===== config.mk =====
export PLATFORM = sky130hd
export DESIGN_NAME = dpiol_top
export DESIGN_NICKNAME = d
export VERILOG_FILES = /design/src/common/dpiol_pkg.sv /design/src/dpiol_top.sv /design/src/dpiol_fifo.sv
export VERILOG_INCLUDE_DIRS = /design/src /design/src/common
export SDC_FILE = /design/constraint.sdc
export NUM_CORES = 1
export LEC_CHECK = 0
export BUFFER_PORTS_ARGS = -buffer_cell sky130_fd_sc_hd__buf_2
export CAP_MARGIN = 10
export CORE_UTILIZATION = 50
export DETAILED_ROUTE_END_ITERATION = 16
export PLACE_DENSITY = 0.7
export SETUP_SLACK_MARGIN = 0.15
export SYNTH_ARGS = -nofsm -noshare
export SYNTH_HDL_FRONTEND = slang
export SYNTH_SLANG_ARGS = --single-unit
export TNS_END_PERCENT = 1

===== constraint.sdc =====
create_clock -name CLK_I -period 3.45 [get_ports CLK_I]
set_clock_uncertainty 0.15 [all_clocks]
set_input_delay 0 -clock CLK_I [delete_from_list [all_inputs] [get_ports CLK_I]]
set_output_delay 0 -clock CLK_I [all_outputs]
set_load 0.005 [all_outputs]

===== src/common/dpiol_regs.svh =====
// constants for the dual port data latch: widths, depths, reset values
// assumes inclusion by the package and the design files only
`ifndef DPIOL_REGS_SVH
`define DPIOL_REGS_SVH

`define DPIOL_DATA_W     8
`define DPIOL_FIFO_DEPTH 16
`define DPIOL_SYNC_W     22
`define DPIOL_LATCH_RST  8'hff
`define DPIOL_HOST_RST   8'h00
`define DPIOL_USER_RST   8'hff
`define DPIOL_CTL_IDLE   6'h1d

`endif


===== src/common/dpiol_pkg.sv =====
// types shared by the dual port data latch design files
// assumes dpiol_regs.svh sits on the include path
`include "dpiol_regs.svh"

package dpiol_pkg;

  typedef logic [`DPIOL_DATA_W-1:0] dpiol_byte_t;

  // which port a queued latch write came from
  typedef enum logic {
    DPIOL_SRC_USER = 1'b0,
    DPIOL_SRC_HOST = 1'b1
  } dpiol_src_e;

  typedef struct packed {
    dpiol_src_e  src;
    dpiol_byte_t data;
  } dpiol_wr_s;

endpackage : dpiol_pkg


===== src/dpiol_top.sv =====
// dual port data latch: eight shared latches between a host bus and a user bus
// assumes all control and data pins are asynchronous to CLK_I; the bench
// resolves the two-way pins from the enables
`include "dpiol_regs.svh"

module dpiol_top
  import dpiol_pkg::*;
#(
  parameter int DATA_W     = `DPIOL_DATA_W,
  parameter int FIFO_DEPTH = `DPIOL_FIFO_DEPTH
) (
  input  wire logic              CLK_I,
  input  wire logic              RST_I,
  input  wire logic              MASTER_CLK_I,
  input  wire logic              USER_INPUT_CTL_N_I,
  input  wire logic              USER_OUTPUT_CTL_N_I,
  input  wire logic              HOST_MASTER_ENABLE_N_I,
  input  wire logic              HOST_WRITE_CMD_I,
  input  wire logic              HOST_READ_CMD_N_I,
  input  wire logic [DATA_W-1:0] USER_DATA_LINES_I,
  output logic      [DATA_W-1:0] USER_DATA_LINES_O,
  output logic                   USER_DATA_LINES_OE_O,
  input  wire logic [DATA_W-1:0] HOST_BUS_LINES_I,
  output logic      [DATA_W-1:0] HOST_BUS_LINES_O,
  output logic                   HOST_BUS_LINES_OE_O,
  output logic                   BUF_FULL_O
);

  localparam int SW = 6 + 2 * DATA_W;
  localparam int QW = DATA_W + 1;

  // host bus drive decode
  function automatic logic host_drive(input logic me_n, input logic rd_n,
                                      input logic wr);
    host_drive = !me_n && !rd_n && !wr;
  endfunction : host_drive

  // user bus drive decode
  function automatic logic user_drive(input logic bic_n, input logic boc_n);
    user_drive = bic_n && !boc_n;
  endfunction : user_drive

  logic [SW-1:0]     meta_r;
  logic [SW-1:0]     sync_r;
  logic              mclk_s;
  logic              bic_n_s;
  logic              boc_n_s;
  logic              me_n_s;
  logic              wc_s;
  logic              rc_n_s;
  dpiol_byte_t       ud_s;
  dpiol_byte_t       hb_s;

  logic              user_cap;
  logic              host_cap;
  logic              any_cap;
  dpiol_wr_s         cap_word;
  logic              last_vld_r;
  dpiol_wr_s         last_r;
  logic              is_new;
  logic              push;
  logic              in_ready;

  logic [QW-1:0]     q_data;
  dpiol_wr_s         q_word;
  logic              q_valid;
  logic              q_ready;
  logic              pop;

  dpiol_byte_t       latch_r;
  dpiol_src_e        latch_src_r;

  // two flops on every pin before use
  always_ff @(posedge CLK_I) begin
    if (RST_I) begin
      // controls rest at their idle levels so no false drive follows reset
      meta_r <= {`DPIOL_CTL_IDLE, {(2 * DATA_W){1'b0}}};
      sync_r <= {`DPIOL_CTL_IDLE, {(2 * DATA_W){1'b0}}};
    end else begin
      meta_r <= {MASTER_CLK_I, USER_INPUT_CTL_N_I, USER_OUTPUT_CTL_N_I,
                 HOST_MASTER_ENABLE_N_I, HOST_WRITE_CMD_I, HOST_READ_CMD_N_I,
                 USER_DATA_LINES_I, HOST_BUS_LINES_I};
      sync_r <= meta_r;
    end
  end

  assign {mclk_s, bic_n_s, boc_n_s, me_n_s, wc_s, rc_n_s, ud_s, hb_s} = sync_r;

  // user capture ignores the master enable
  assign user_cap = !bic_n_s && mclk_s;

  // host write needs enable, write, clock high and no user entry
  assign host_cap = !me_n_s && wc_s && mclk_s && bic_n_s;

  assign any_cap = user_cap || host_cap;

  // host data is stored inverted so each port reads its own value back
  always_comb begin
    if (user_cap) begin
      cap_word.src  = DPIOL_SRC_USER;
      cap_word.data = ud_s;
    end else begin
      cap_word.src  = DPIOL_SRC_HOST;
      cap_word.data = ~hb_s;
    end
  end

  // one queue entry per strobe or per change during a strobe
  assign is_new = !last_vld_r || (last_r != cap_word);
  assign push   = any_cap && is_new && in_ready;

  always_ff @(posedge CLK_I) begin
    if (RST_I) begin
      last_vld_r <= 1'b0;
      last_r     <= '0;
    end else if (!any_cap) begin
      last_vld_r <= 1'b0;
    end else if (push) begin
      last_vld_r <= 1'b1;
      last_r     <= cap_word;
    end
  end

  dpiol_fifo #(
    .W     (QW),
    .DEPTH (FIFO_DEPTH)
  ) u_fifo (
    .clk_i       (CLK_I),
    .rst_i       (RST_I),
    .in_data_i   (cap_word),
    .in_valid_i  (any_cap && is_new),
    .in_ready_o  (in_ready),
    .out_data_o  (q_data),
    .out_valid_o (q_valid),
    .out_ready_i (q_ready)
  );

  assign q_word = q_data;

  // latch is held steady while the host bus is being read
  assign q_ready = !HOST_BUS_LINES_OE_O;
  assign pop     = q_valid && q_ready;

  // the eight shared latches
  always_ff @(posedge CLK_I) begin
    if (RST_I) begin
      latch_r     <= `DPIOL_LATCH_RST;
      latch_src_r <= DPIOL_SRC_USER;
    end else if (pop) begin
      latch_r     <= q_word.data;
      latch_src_r <= q_word.src;
    end
  end

  // user port driver, capture wins over output
  always_ff @(posedge CLK_I) begin
    if (RST_I) begin
      USER_DATA_LINES_O    <= `DPIOL_USER_RST;
      USER_DATA_LINES_OE_O <= 1'b0;
    end else begin
      USER_DATA_LINES_O    <= latch_r;
      USER_DATA_LINES_OE_O <= user_drive(bic_n_s, boc_n_s);
    end
  end

  // host port driver, active low data
  always_ff @(posedge CLK_I) begin
    if (RST_I) begin
      HOST_BUS_LINES_O    <= `DPIOL_HOST_RST;
      HOST_BUS_LINES_OE_O <= 1'b0;
    end else begin
      HOST_BUS_LINES_O    <= ~latch_r;
      HOST_BUS_LINES_OE_O <= host_drive(me_n_s, rc_n_s, wc_s);
    end
  end

  // capture stalls while the buffer is full
  always_ff @(posedge CLK_I) begin
    if (RST_I) begin
      BUF_FULL_O <= 1'b0;
    end else begin
      BUF_FULL_O <= !in_ready;
    end
  end
endmodule : dpiol_top


===== src/dpiol_fifo.sv =====
// small fifo with registered read data and valid/ready on both sides
// assumes one clock and a synchronous active-high reset
module dpiol_fifo #(
  parameter int W     = 9,
  parameter int DEPTH = 16
) (
  input  wire logic         clk_i,
  input  wire logic         rst_i,
  input  wire logic [W-1:0] in_data_i,
  input  wire logic         in_valid_i,
  output logic              in_ready_o,
  output logic [W-1:0]      out_data_o,
  output logic              out_valid_o,
  input  wire logic         out_ready_i
);

  localparam int AW = $clog2(DEPTH);
  localparam int CW = $clog2(DEPTH + 1);

  logic [W-1:0]  mem [DEPTH];
  logic [AW-1:0] wptr_r;
  logic [AW-1:0] rptr_r;
  logic [CW-1:0] count_r;
  logic          push;
  logic          load;

  assign in_ready_o = (count_r != CW'(DEPTH));
  assign push       = in_valid_i && in_ready_o;
  assign load       = (count_r != '0) && (!out_valid_o || out_ready_i);

  // storage writes
  always_ff @(posedge clk_i) begin
    if (push) begin
      mem[wptr_r] <= in_data_i;
    end
  end

  // pointers wrap at the configured depth
  always_ff @(posedge clk_i) begin
    if (rst_i) begin
      wptr_r <= '0;
      rptr_r <= '0;
    end else begin
      if (push) begin
        wptr_r <= (wptr_r == AW'(DEPTH - 1)) ? '0 : wptr_r + 1'b1;
      end
      if (load) begin
        rptr_r <= (rptr_r == AW'(DEPTH - 1)) ? '0 : rptr_r + 1'b1;
      end
    end
  end

  // occupancy of the storage array
  always_ff @(posedge clk_i) begin
    if (rst_i) begin
      count_r <= '0;
    end else begin
      count_r <= count_r + CW'(push) - CW'(load);
    end
  end

  // registered output stage
  always_ff @(posedge clk_i) begin
    if (rst_i) begin
      out_valid_o <= 1'b0;
      out_data_o  <= '0;
    end else if (load) begin
      out_valid_o <= 1'b1;
      out_data_o  <= mem[rptr_r];
    end else if (out_ready_i) begin
      out_valid_o <= 1'b0;
    end
  end

endmodule : dpiol_fifo


==> results of run 1 <==
synth_stat cells (2+ instances only):
cell / n
edfxtp_1: 128
dfxtp_1: 103
nor2b_1: 41
nor2_1: 40
mux4_2: 32
nand2_1: 25
mux2i_1: 19
clkbuf_1: 18
inv_1: 18
and3_1: 17
a21oi_1: 13
ha_1: 11
nand3b_1: 9
nor3_1: 9
xnor2_1: 9
a221oi_1: 8
mux2_2: 8
or2_2: 8
nor3b_1: 7
a21oi_2: 6
buf_1: 6
buf_2: 4
nand3_1: 4
o21ai_0: 4
xor2_1: 4
buf_6: 3
a21o_1: 2
and2_1: 2
nand2b_1: 2
or3_1: 2
final cells by class:
type | count | area [µm²]
clock inverter | 11 | 67.6
clock buffer | 29 | 608
tap | 220 | 275
timing repair buffer | 100 | 761
multi-input combinational | 292 | 2470
fill | 1189 | 6490
sequential | 231 | 5910
inverter | 18 | 67.6
registers in the layout, indices dropped and copies added, names as in the netlist, 8 cells and up:
register / flops
HOST_BUS_LINES_O: 8
USER_DATA_LINES_O: 8
last_r: 9
latch_r: 8
meta_r: 22
sync_r: 22
u_fifo.mem: 128
u_fifo.out_data_o: 8
power breakdown:
part | leakage (nW) | internal (W) | switching [W]
Clock | 0.341 | 0.00125 | 0.000984
Sequential | 1.98 | 0.00307 | 0.0000992
Combinational | 1.36 | 0.000631 | 0.000623
worst max-delay path: stages (launching register included):
cell and delay [ps]:
dfxtp_1 490, nand2b_4 100, buf_4 190, a21oi_2 180, xnor2_1 160, nand4_1 130
o31a_1 280, ha_1 230, fa_1 400, a21oi_1 140, nor2_1 60, or3_1 340
a21oi_1 140
cell usage in the layout (no fill, tap or decap), types with 11 or more instances in the layout:
master,instances
and3_1,17
mux4_2,32
buf_2,42
dfxtp_1,101
inv_1,20
ha_1,11
dlygate4sd3_1,41
buf_4,16
edfxtp_1,128
clkbuf_16,23
nor2b_1,41
mux2i_1,19
nor2_1,40
nand2_1,25
a21oi_1,12
layer usage:
layer	track usage	routed length, µm	share of wire	vias up
met5	0	0	0	-
met4	0.0556	325	0.020	0
met3	0.0280	588	0.037	20
met2	0.343	8330	0.52	91
met1	0.233	6710	0.42	2324
li1	-	-	-	2254
worst max-delay path by stage:
stage	endpoint	slack, ps	cells past startpoint
2_1_floorplan	u_fifo.count_r[4]$_SDFF_PP0_	170	14
3_3_place_gp	u_fifo.count_r[4]$_SDFF_PP0_	260	11
3_5_place_dp	u_fifo.count_r[4]$_SDFF_PP0_	170	11
4_1_cts	u_fifo.count_r[4]$_SDFF_PP0_	300	11
5_1_grt	u_fifo.count_r[4]$_SDFF_PP0_	220	11
6_report	u_fifo.count_r[4]$_SDFF_PP0_	390	12
repair_timing:
item / CTS / global route
endpoints found under the hold margin: 41 / 0
setup endpoints to repair: 1 / 1
buffers inserted: 0 / 2
resized for setup: 1 / 1
hold buffers: 41 / 0
gates cloned: 0 / 0
per-stage QoR:
stage / std cells / area (µm²) / power [W]
3_5_place_dp: 818 / 9050 / 0.00445
2_1_floorplan: 573 / 8590 / 0.00413
4_1_cts: 899 / 10100 / 0.00673
3_3_place_gp: 818 / 9050 / 0.00442
5_1_grt: 901 / 10200 / 0.00695
6_report: 901 / 10200 / 0.00666
cells by family after synthesis:
kind of cell             Yosys count  synth area share
flip-flops                       231             0.688
adder cells (fa/ha/maj)           12            0.0184
AND/OR/NAND/NOR                  170             0.107
multiplexers                      59             0.117
buffers and inverters             50            0.0255
AO/OA/AOI/OAI                     38            0.0311
XOR/XNOR                          13            0.0133
==> metrics.csv, run 1 <==
stage,metric,value,unit
clock_tree,cts_tree,yes,
synth,async_flop_share,0,
routing,route.detailed.drc,0,
clock_tree,cts.clk_slew.worst_paths,60,ps
routing,detail_route.first_pass.iterations,4,
run,maxCapViolCount,0,
timing,worst_pin_slew,1000,ps
power_and_ir_drop,power_density,656,nW/µm²
layout,fin_nets,702,
clock_tree,htree_levels,1,
synth,avgSynthCellArea,15.0,µm²
critical_path,cp-startpoint,sync_r[21]$_SDFF_PP0_,
floorplanning,die-area,17700,µm²
power_and_ir_drop,irDropWorstVdd,0.398,mV
synth,synth_edf_count,128,
placed_design,place_congestion,0.762,
worst_hold_path,hp-class,primary input to flop,
timing,hold_ws,55.3,ps
timing,finalSetupTns,0,ps
critical_path,worstPathArrival,3350,ps
synth,synthesis.area,8580,µm²
synth,synth.area.top_cells,"edfxtp_1 45%, dfxtp_1 24%, mux4_2 8.4%",
critical_path,cp-end-kind,flop,
synth,yosysUniqueCellTypes,41,
layout,antenna_cells,0,
power_and_ir_drop,p_leak,3.68,nW
synth,synth_nets,609,
critical_path,reg2reg_depth,12,
critical_path,cp-start-kind,flop,
synth,yosysSeqAreaShare,0.688,
global_route,grt.overflow.total,0,
global_route,track_usage,0.189,
placed_design,io_buffers,42,
layout,area_growth,18.3,%
timing,finalCritPeriodShare,0.886,
routing,antenna_left,0,
clock_tree,clock_latency,520,ps
critical_path,criticalPathCategory,flop to flop,
clock_tree,cts_root_buffer,clkbuf_16,
synth,yosysWarnings,0,
timing,hold_viol,0,
timing,clock.fmax,327,MHz
global_route,antenna_found_initial,0,
timing,final_max_slew_viol_count,0,
floorplanning,die_h,133,µm
critical_path,reg2reg_to,u_fifo.count_r[4]$_SDFF_PP0_,
critical_path,cp_max_fo,11,
run_status,status,finished clean,
layout,drive_above_1_share,0.219,
synth,synth_cells,573,
floorplanning,fp-row-count,47,
floorplanning,die_w,133,µm
clock_tree,clockBufferDepth,3,
floorplanning,io_pins,43,
worst_hold_path,hp-start,USER_OUTPUT_CTL_N_I,
timing,setup_violations,0,
clock_tree,numCtsBuffers,23,
timing,relSlewSlack,0.333,
routing,vias,4689,
floorplanning,core_region_area,16600,µm²
worst_hold_path,whs_endpoint,meta_r[19]$_SDFF_PP1_,
global_route,grt_pass1_vias,4970,
routing,wl_per_cell,17.7,µm
timing,period_minus_slack,3060,ps
timing,setup_slack,394,ps
routing,wl,16.0,mm
synth,synth_top_cell_by_area,edfxtp_1,
critical_path,required,3750,ps
floorplanning,start_util,0.516,
global_route,grt_max_degree,59,
layout,utilization,0.610,
placed_design,dp_hpwl,9.74,mm
critical_path,timing.rr.start,sync_r[21]$_SDFF_PP0_,
routing,vias_per_cell,5.20,
global_route,grt_pass1_wl,25.7,mm
clock_tree,cts_sinks,231,
synth,synth_ff_type,edfxtp_1,
synth,yosys_register_bits,231,
worst_hold_path,worstHoldPathCells,3,
placed_design,dp_slack,171,ps
timing,rsz0062_at_grt,false,
critical_path,r2r_slack,390,ps
synth,synthDominantCellAreaShare,0.448,
routing,drt_iter0_markers,327,
Power figures use the tool's default switching activity.
==> inputs of run 2 (changes only) <==
--- a/config.mk
+++ b/config.mk
@@ -6,6 +6,7 @@
 export SDC_FILE = /design/constraint.sdc
 export NUM_CORES = 1
 export LEC_CHECK = 0
+export ABC_AREA = 1
 export BUFFER_PORTS_ARGS = -buffer_cell sky130_fd_sc_hd__buf_2
 export CAP_MARGIN = 10
 export CORE_UTILIZATION = 50
==> run 2 against run 1 <==
  * Wire length is 21% higher
  * Count of clock-buffer cells in the layout is 2 lower
  * Clock power is 28% higher
  * First-iteration DRC count is 67% higher
  * Flip-flop and latch count stayed put
  * Die area is 5.2% higher
  * Critical endpoint unchanged
  * Power is 13% higher
  * Critical path type unchanged
  * Final cell count is 36% higher
  * Sequential share of layout area is 3.8 points lower
  * Fmax hardly changed
==> metrics.csv, run 2 <==
stage,metric,value,unit,change
layout,multi_input_area,2540,µm²,was 2470 µm²
clock_tree,post_cts_buffers,0,,unchanged
floorplanning,die_h,136,µm,was 133 µm
synth,avgSynthCellArea,10.2,µm²,was 15.0 µm²
clock_tree,numCtsBuffers,24,,was 23
routing,vias,6295,,was 4689
timing,setup_violations,0,,unchanged
critical_path,worstPathArrival,3350,ps,about the same
clock_tree,cts.hold.buffers_added,41,,unchanged
critical_path,reg2reg_to,u_fifo.count_r[4]$_SDFF_PP0_,,unchanged
floorplanning,die_w,136,µm,was 133 µm
critical_path,setup.worst_path.end,u_fifo.count_r[4]$_SDFF_PP0_,,unchanged
critical_path,path_cells,"nand2_4, nand2_2, nand2_2, nand2_1, nand4_2, o21bai_4, inv_2, ha_1, fa_1, nand2_1, a21oi_1, nor2_1, o21ai_0, a21oi_1",,"was nand2b_4, buf_4, a21oi_2, xnor2_1, nand4_1, o31a_1, ha_1, fa_1, a21oi_1, nor2_1, or3_1, a21oi_1"
synth,async_flop_share,0,,unchanged
layout,regMostFlops,u_fifo.mem,,unchanged
routing,vias_per_cell,5.13,,was 5.20
floorplanning,die-area,18600,µm²,was 17700 µm²
clock_tree,clockBufferDepth,3,,unchanged
synth,synth_nets,924,,was 609
worst_hold_path,hp-class,primary input to flop,,unchanged
clock_tree,ctsResizeCount,0,,was 1
routing,drt_iter0_markers,546,,was 327
run,maxCapViolCount,0,,unchanged
layout,seqCellArea,5910,µm²,about the same
synth,yosys.cell_count.top_type,nor2_1,,was edfxtp_1
critical_path,required,3750,ps,about the same
critical_path,cp-end-kind,flop,,unchanged
critical_path,reg2reg_depth,14,,was 12
floorplanning,start_util,0.517,,was 0.516
clock_tree,cts_tree,yes,,unchanged
power_and_ir_drop,intPower,0.00542,W,was 0.00495 W
synth,synth_ff_type,edfxtp_1,,unchanged
timing,period_minus_slack,3050,ps,was 3060 ps
synth,synthesis.area,9030,µm²,was 8580 µm²
layout,drive_above_1_share,0.148,,was 0.219
global_route,antenna_found_initial,0,,unchanged
placed_design,place_congestion,0.869,,was 0.762
layout,fillerInstances,1348,,was 1189
layout,final_cell_mix,"188 x nor2_1, 128 x edfxtp_1, 102 x dfxtp_1",,"was 128 x edfxtp_1, 101 x dfxtp_1, 42 x buf_2"
power_and_ir_drop,power,0.00751,W,was 0.00666 W
critical_path,cpPeakStageDelay,640,ps,was 490 ps
placed_design,io_buffers,42,,unchanged
critical_path,r2r_slack,400,ps,was 390 ps
clock_tree,cts.clk_slew.worst_paths,60,ps,about the same
synth,yosysUniqueCellTypes,36,,was 41
global_route,grt_max_degree,65,,was 59
global_route,grt_pass1_vias,6019,,was 4970
critical_path,cp.depth,14,,was 12
routing,detail_route.first_pass.iterations,5,,was 4
timing,final_max_slew_viol_count,0,,unchanged
routing,route.detailed.drc,0,,unchanged
power_and_ir_drop,clkPwrFrac,0.383,,was 0.336
layout,area_growth,20.3,%,was 18.3%
layout,fin_nets,1021,,was 702
critical_path,worst-path-buf-inv,1,,unchanged
synth,synth_top_cell_by_area,edfxtp_1,,unchanged
global_route,grt_pass1_wl,30.9,mm,was 25.7 mm
critical_path,timing.rr.start,sync_r[21]$_SDFF_PP0_,,unchanged
power_and_ir_drop,irDropWorstVdd,0.699,mV,was 0.398 mV
timing,rsz0062_at_grt,false,,unchanged
power_and_ir_drop,combPwrFrac,0.191,,was 0.188
synth,synth.area.top_cells,"edfxtp_1 43%, dfxtp_1 23%, nor2_1 7.8%",,"was edfxtp_1 45%, dfxtp_1 24%, mux4_2 8.4%"
timing,clock.fmax,327,MHz,about the same
synth,yosys_register_bits,231,,unchanged
power_and_ir_drop,swShare,0.278,,was 0.256
timing,hold_ws,49.8,ps,was 55.3 ps
clock_tree,htree_levels,1,,unchanged
routing,wl_per_cell,15.8,µm,was 17.7 µm
critical_path,crit_family,simple AND/OR/NAND/NOR gates,,was compound AO/OA/AOI/OAI gates
routing,antenna_left,0,,unchanged
clock_tree,cts_sinks,231,,unchanged
routing,wl,19.4,mm,was 16.0 mm
clock_tree,clock_latency,520,ps,about the same
floorplanning,core_region_area,17500,µm²,was 16600 µm²
run_status,status,finished clean,,unchanged
synth,synth_edf_count,128,,unchanged
critical_path,cp-startpoint,sync_r[21]$_SDFF_PP0_,,unchanged
timing,worst_pin_slew,965,ps,was 1000 ps
floorplanning,io_pins,43,,unchanged
critical_path,cp-start-kind,flop,,unchanged
power_and_ir_drop,p_leak,4.31,nW,was 3.68 nW
critical_path,cp_max_fo,18,,was 11
floorplanning,fp-row-count,48,,was 47
timing,hold_viol,0,,unchanged
global_route,grt.overflow.total,0,,unchanged
placed_design,dp_hpwl,11.9,mm,was 9.74 mm
power_and_ir_drop,power_switching,0.00209,W,was 0.00171 W
synth,synth_cells,888,,was 573
critical_path,cpMaxStageDelayCell,dfxtp_1,,unchanged
power_and_ir_drop,pwr-share-seq,0.426,,was 0.476
power_and_ir_drop,power_density,691,nW/µm²,was 656 nW/µm²
timing,relSlewSlack,0.356,,was 0.333
synth,synthDominantCellAreaShare,0.425,,was 0.448
synth,yosys-top-cells-count,"188 x nor2_1, 128 x edfxtp_1, 103 x dfxtp_1",,"was 128 x edfxtp_1, 103 x dfxtp_1, 41 x nor2b_1"
timing,finalCritPeriodShare,0.885,,was 0.886
synth,yosysWarnings,0,,unchanged
global_route,track_usage,0.218,,was 0.189
layout,largest_register_ffs,128,,unchanged
layout,reg_top3,"u_fifo.mem x128, meta_r x22, sync_r x22",,unchanged
critical_path,criticalPathCategory,flop to flop,,unchanged
clock_tree,cts_root_buffer,clkbuf_16,,unchanged
layout,antenna_cells,0,,unchanged
layout,layout_commonest_cell,nor2_1,,was edfxtp_1
timing,finalSetupTns,0,ps,unchanged
synth,yosysSeqAreaShare,0.654,,was 0.688
==> run 2: changes by cell type after synthesis, sizes merged, moves of 11 or more <==
cell | before | now
nor2 | 40 | 192
mux2i | 19 | 2
mux4 | 32 | 0
nand2 | 25 | 96
inv | 18 | 102
a21oi | 19 | 8
and3 | 17 | 0
clkbuf | 18 | 31
o21ai | 4 | 83
o211ai | 0 | 37
nand3 | 4 | 53
nor2b | 41 | 0
==> run 2: cell families after synthesis <==
logic type,Yosys count,synth area share
AOI/OAI and AO/OA,134,0.0877
muxes,2,0.00222
xor gates and xnor gates,5,0.00485
DFF,231,0.654
buffers and inverters,147,0.0649
adders and majority gates,12,0.0174
and+or+nand+nor,357,0.169
==> run 2: worst min-delay path by stage <==
stage / cells after the start / from / slack [ps] / endpoint
detailed placement: 2 / USER_INPUT_CTL_N_I / 40 / meta_r[20]$_SDFF_PP1_
finish: 3 / HOST_READ_CMD_N_I / 50 / meta_r[16]$_SDFF_PP1_
global route: 3 / HOST_READ_CMD_N_I / 50 / meta_r[16]$_SDFF_PP1_
global placement: 2 / HOST_MASTER_ENABLE_N_I / 30 / meta_r[18]$_SDFF_PP1_
floorplan: 1 / HOST_READ_CMD_N_I / -50 / meta_r[16]$_SDFF_PP1_
CTS: 3 / HOST_READ_CMD_N_I / 30 / meta_r[16]$_SDFF_PP1_
==> run 2: area by class of cell <==
class / count / share of cell area
clock buffers: 27 / 0.0572
multi-input cells: 510 / 0.234
inverters: 104 / 0.0359
clock inverters: 17 / 0.0254
flip-flops and latches: 231 / 0.543
repair buffers: 114 / 0.0785
well taps: 225 / 0.0259
==> run 2: power by group through the flow <==
stage	clock [W]	sequential [W]	combinational [W]
after floorplan	0	0.00320	0.000996
after global placement	0	0.00326	0.00137
after detailed placement	0	0.00326	0.00139
after CTS	0.00291	0.00320	0.00144
after global routing	0.00304	0.00323	0.00163
final	0.00287	0.00320	0.00144
==> run 2: per-layer routing <==
metal / vias to the layer above / track usage / wire [µm]
li1: 3135 / - / -
met3: 36 / 0.0287 / 896
met5: - / 0 / 0
met4: 0 / 0.0790 / 565
met1: 2962 / 0.283 / 8370
met2: 162 / 0.373 / 9520
==> run 2: worst register-to-register path, delay by kind of cell, from the launching register on <==
kind	cells	cell delay (ps)
AND/OR/NAND/NOR	7	1030
AO/OA/AOI/OAI	4	470
buffers and inverters	1	90
adder cells (fa/ha/maj)	2	630
flip-flops	1	640
==> run 2: stage by stage <==
stage	area [µm²]	util	cells	setup WS (ps)
finish	10900	0.622	1228	396
global route	10900	0.622	1228	202
CTS	10900	0.622	1228	385
detailed placement	9560	0.547	1143	400
global placement	9560	0.547	1143	452
floorplan	9030	-	888	751
==> inputs of run 3 (changes only) <==
==> constraint.sdc (replaced) <==
create_clock -name CLK_I -period 3.45 [get_ports CLK_I]
set_clock_uncertainty 0.15 [all_clocks]
set_input_delay 0.345 -clock CLK_I [delete_from_list [all_inputs] [get_ports CLK_I]]
set_output_delay 0.345 -clock CLK_I [all_outputs]
set_load 0.005 [all_outputs]
==> run 3 against run 2 <==
  * Clock power fell by 13%
  * Utilization fell by 1.9 points
  * Wire length fell by 3.4%
  * Die area did not move
  * Worst hold slack improved by 200 ps
  * Critical path type unchanged
  * Largest power group unchanged
==> metrics.csv, run 3 (same netlist as run 2, synthesis figures left out) <==
stage,metric,value,unit,change
global_route,busiest_layer,met2,,unchanged
power_and_ir_drop,p_leak,4.13,nW,was 4.31 nW
layout,final_cell_area,10500,µm²,was 10900 µm²
clock_tree,cts_root_buffer,clkbuf_16,,unchanged
critical_path,cpMaxStageDelayCell,dfxtp_1,,unchanged
power_and_ir_drop,power_density,674,nW/µm²,was 691 nW/µm²
timing,relSlewSlack,0.369,,was 0.356
placed_design,dp_slack,402,ps,was 400 ps
layout,antenna_cells,0,,unchanged
global_route,grt_use_met1,0.277,,was 0.283
critical_path,cpPeakStageDelay,650,ps,was 640 ps
critical_path,required,3750,ps,about the same
worst_hold_path,hp-class,flop to flop,,was primary input to flop
global_route,grt_pass1_wl,29.7,mm,was 30.9 mm
placed_design,place_area,9550,µm²,was 9560 µm²
clock_tree,clock_latency,510,ps,was 520 ps
layout,layout_commonest_cell,nor2_1,,unchanged
clock_tree,numCtsBuffers,23,,was 24
timing,hold_viol,0,,unchanged
timing,clock.fmax,325,MHz,was 327 MHz
layout,reg_top3,"u_fifo.mem x128, meta_r x22, sync_r x22",,unchanged
routing,antenna_left,0,,unchanged
clock_tree,cts_sinks,231,,unchanged
global_route,track_usage,0.208,,was 0.218
clock_tree,clockBufferDepth,3,,unchanged
timing,finalCritPeriodShare,0.892,,was 0.885
critical_path,worstPathArrival,3370,ps,was 3350 ps
layout,drive_above_1_share,0.141,,was 0.148
global_route,grt_max_degree,65,,unchanged
global_route,met2_usage,0.348,,was 0.373
layout,fin_nets,997,,was 1021
layout,regMostFlops,u_fifo.mem,,unchanged
floorplanning,start_util,0.517,,unchanged
routing,drt_iter0_markers,446,,was 546
timing,worst_pin_slew,945,ps,was 965 ps
layout,multi_input_area,2540,µm²,unchanged
clock_tree,cts.clk_slew.worst_paths,60,ps,about the same
floorplanning,io_pins,43,,unchanged
global_route,grt.overflow.total,0,,unchanged
critical_path,criticalPathCategory,flop to flop,,unchanged
placed_design,place_congestion,0.843,,was 0.869
placed_design,io_buffers,42,,unchanged
floorplanning,die-area,18600,µm²,unchanged
timing,setup_slack,373,ps,was 396 ps
global_route,grtUsageMet3,0.0317,,was 0.0287
floorplanning,die_h,136,µm,unchanged
global_route,grt_pass1_vias,5721,,was 6019
layout,fin_cells,1203,,was 1228
power_and_ir_drop,irDropWorstVdd,0.542,mV,was 0.699 mV
routing,wl,18.7,mm,was 19.4 mm
clock_tree,cts_tree,yes,,unchanged
timing,final_max_slew_viol_count,0,,unchanged
run,maxCapViolCount,0,,unchanged
clock_tree,htree_levels,1,,unchanged
timing,period_minus_slack,3080,ps,was 3050 ps
routing,route.detailed.drc,0,,unchanged
critical_path,cp-start-kind,flop,,unchanged
clock_tree,cts.hold.buffers_added,22,,was 41
critical_path,cp_max_fo,18,,unchanged
timing,setup_violations,0,,unchanged
critical_path,path_cells,"nand2_4, nand2_2, nand2_2, nand2_1, nand4_2, o21bai_4, inv_2, ha_1, fa_1, nand2_1, a21oi_1, nor2_1, o21ai_0, a21oi_1",,unchanged
clock_tree,ctsResizeCount,0,,unchanged
placed_design,placed_cells,1139,,was 1143
routing,vias_per_cell,5.15,,was 5.13
layout,utilization,0.603,,was 0.622
routing,wl_per_cell,15.5,µm,was 15.8 µm
layout,final_cell_mix,"188 x nor2_1, 128 x edfxtp_1, 102 x dfxtp_1",,unchanged
timing,rsz0062_at_grt,false,,unchanged
floorplanning,core_region_area,17500,µm²,unchanged
routing,detail_route.first_pass.iterations,5,,unchanged
run_status,status,finished clean,,unchanged
floorplanning,die_w,136,µm,unchanged
layout,largest_register_ffs,128,,unchanged
layout,seqCellArea,5910,µm²,unchanged
global_route,antenna_found_initial,0,,unchanged
routing,vias,6190,,was 6295
layout,area_growth,16.6,%,was 20.3%
critical_path,cp-end-kind,flop,,unchanged
timing,finalSetupTns,0,ps,unchanged
placed_design,dp_hpwl,11.7,mm,was 11.9 mm
clock_tree,post_cts_buffers,0,,unchanged
floorplanning,fp-row-count,48,,unchanged
layout,fillerInstances,1347,,was 1348
[run 3: changes by cell type in the layout (fill, tap and decap cells not counted), moves of 2 or more]
cell / change
bufinv_16: -6
buf_4: -5
dlygate4sd3_1: -19
clkbuf_1: +5
clkbuf_16: +2
[run 3: final cells by class]
cell class / count / area share
repair buffers: 91 / 0.0613
flip-flops and latches: 231 / 0.560
well taps: 225 / 0.0267
clock buffers: 34 / 0.0655
clock inverters: 8 / 0.00772
inverters: 104 / 0.0370
multi-input cells: 510 / 0.241
[run 3: critical path: cells and delay by family (launching register included)]
family	cells	cell delay (ps)
flops	1	650
compound gates	4	450
simple gates	7	1030
fa+ha+maj	2	630
buf+inv	1	90
[run 3: per-layer routing]
layer  vias to the layer above  part of all wire
li1                       3079                 -
met1                      2906              0.45
met2                       170              0.48
met3                        35             0.045
met4                         0             0.027
met5                         -                 0
[run 3: where the power goes]
group          internal, W  switching (W)
Sequential         0.00308       0.000130
Combinational     0.000494       0.000906
Clock              0.00148        0.00102
Total              0.00505        0.00206
[run 3: stage by stage]
step / hold slack, ps / power [W]
after detailed placement: 235 / 0.00464
after CTS: 246 / 0.00715
after floorplan: 224 / 0.00420
final: 246 / 0.00711
after global routing: 252 / 0.00744
after global placement: 240 / 0.00461
[run 3: worst paths after layout]
check | startpoint | to | slack [ps] | cells after the start
max | sync_r[21]$_SDFF_PP0_ | u_fifo.count_r[4]$_SDFF_PP0_ | 370 | 14
min | sync_r[19]$_SDFF_PP1_ | USER_DATA_LINES_OE_O$_SDFF_PP0_ | 250 | 1
max reg2reg | sync_r[21]$_SDFF_PP0_ | u_fifo.count_r[4]$_SDFF_PP0_ | 370 | 14
min reg2reg | sync_r[19]$_SDFF_PP1_ | USER_DATA_LINES_OE_O$_SDFF_PP0_ | 250 | 1
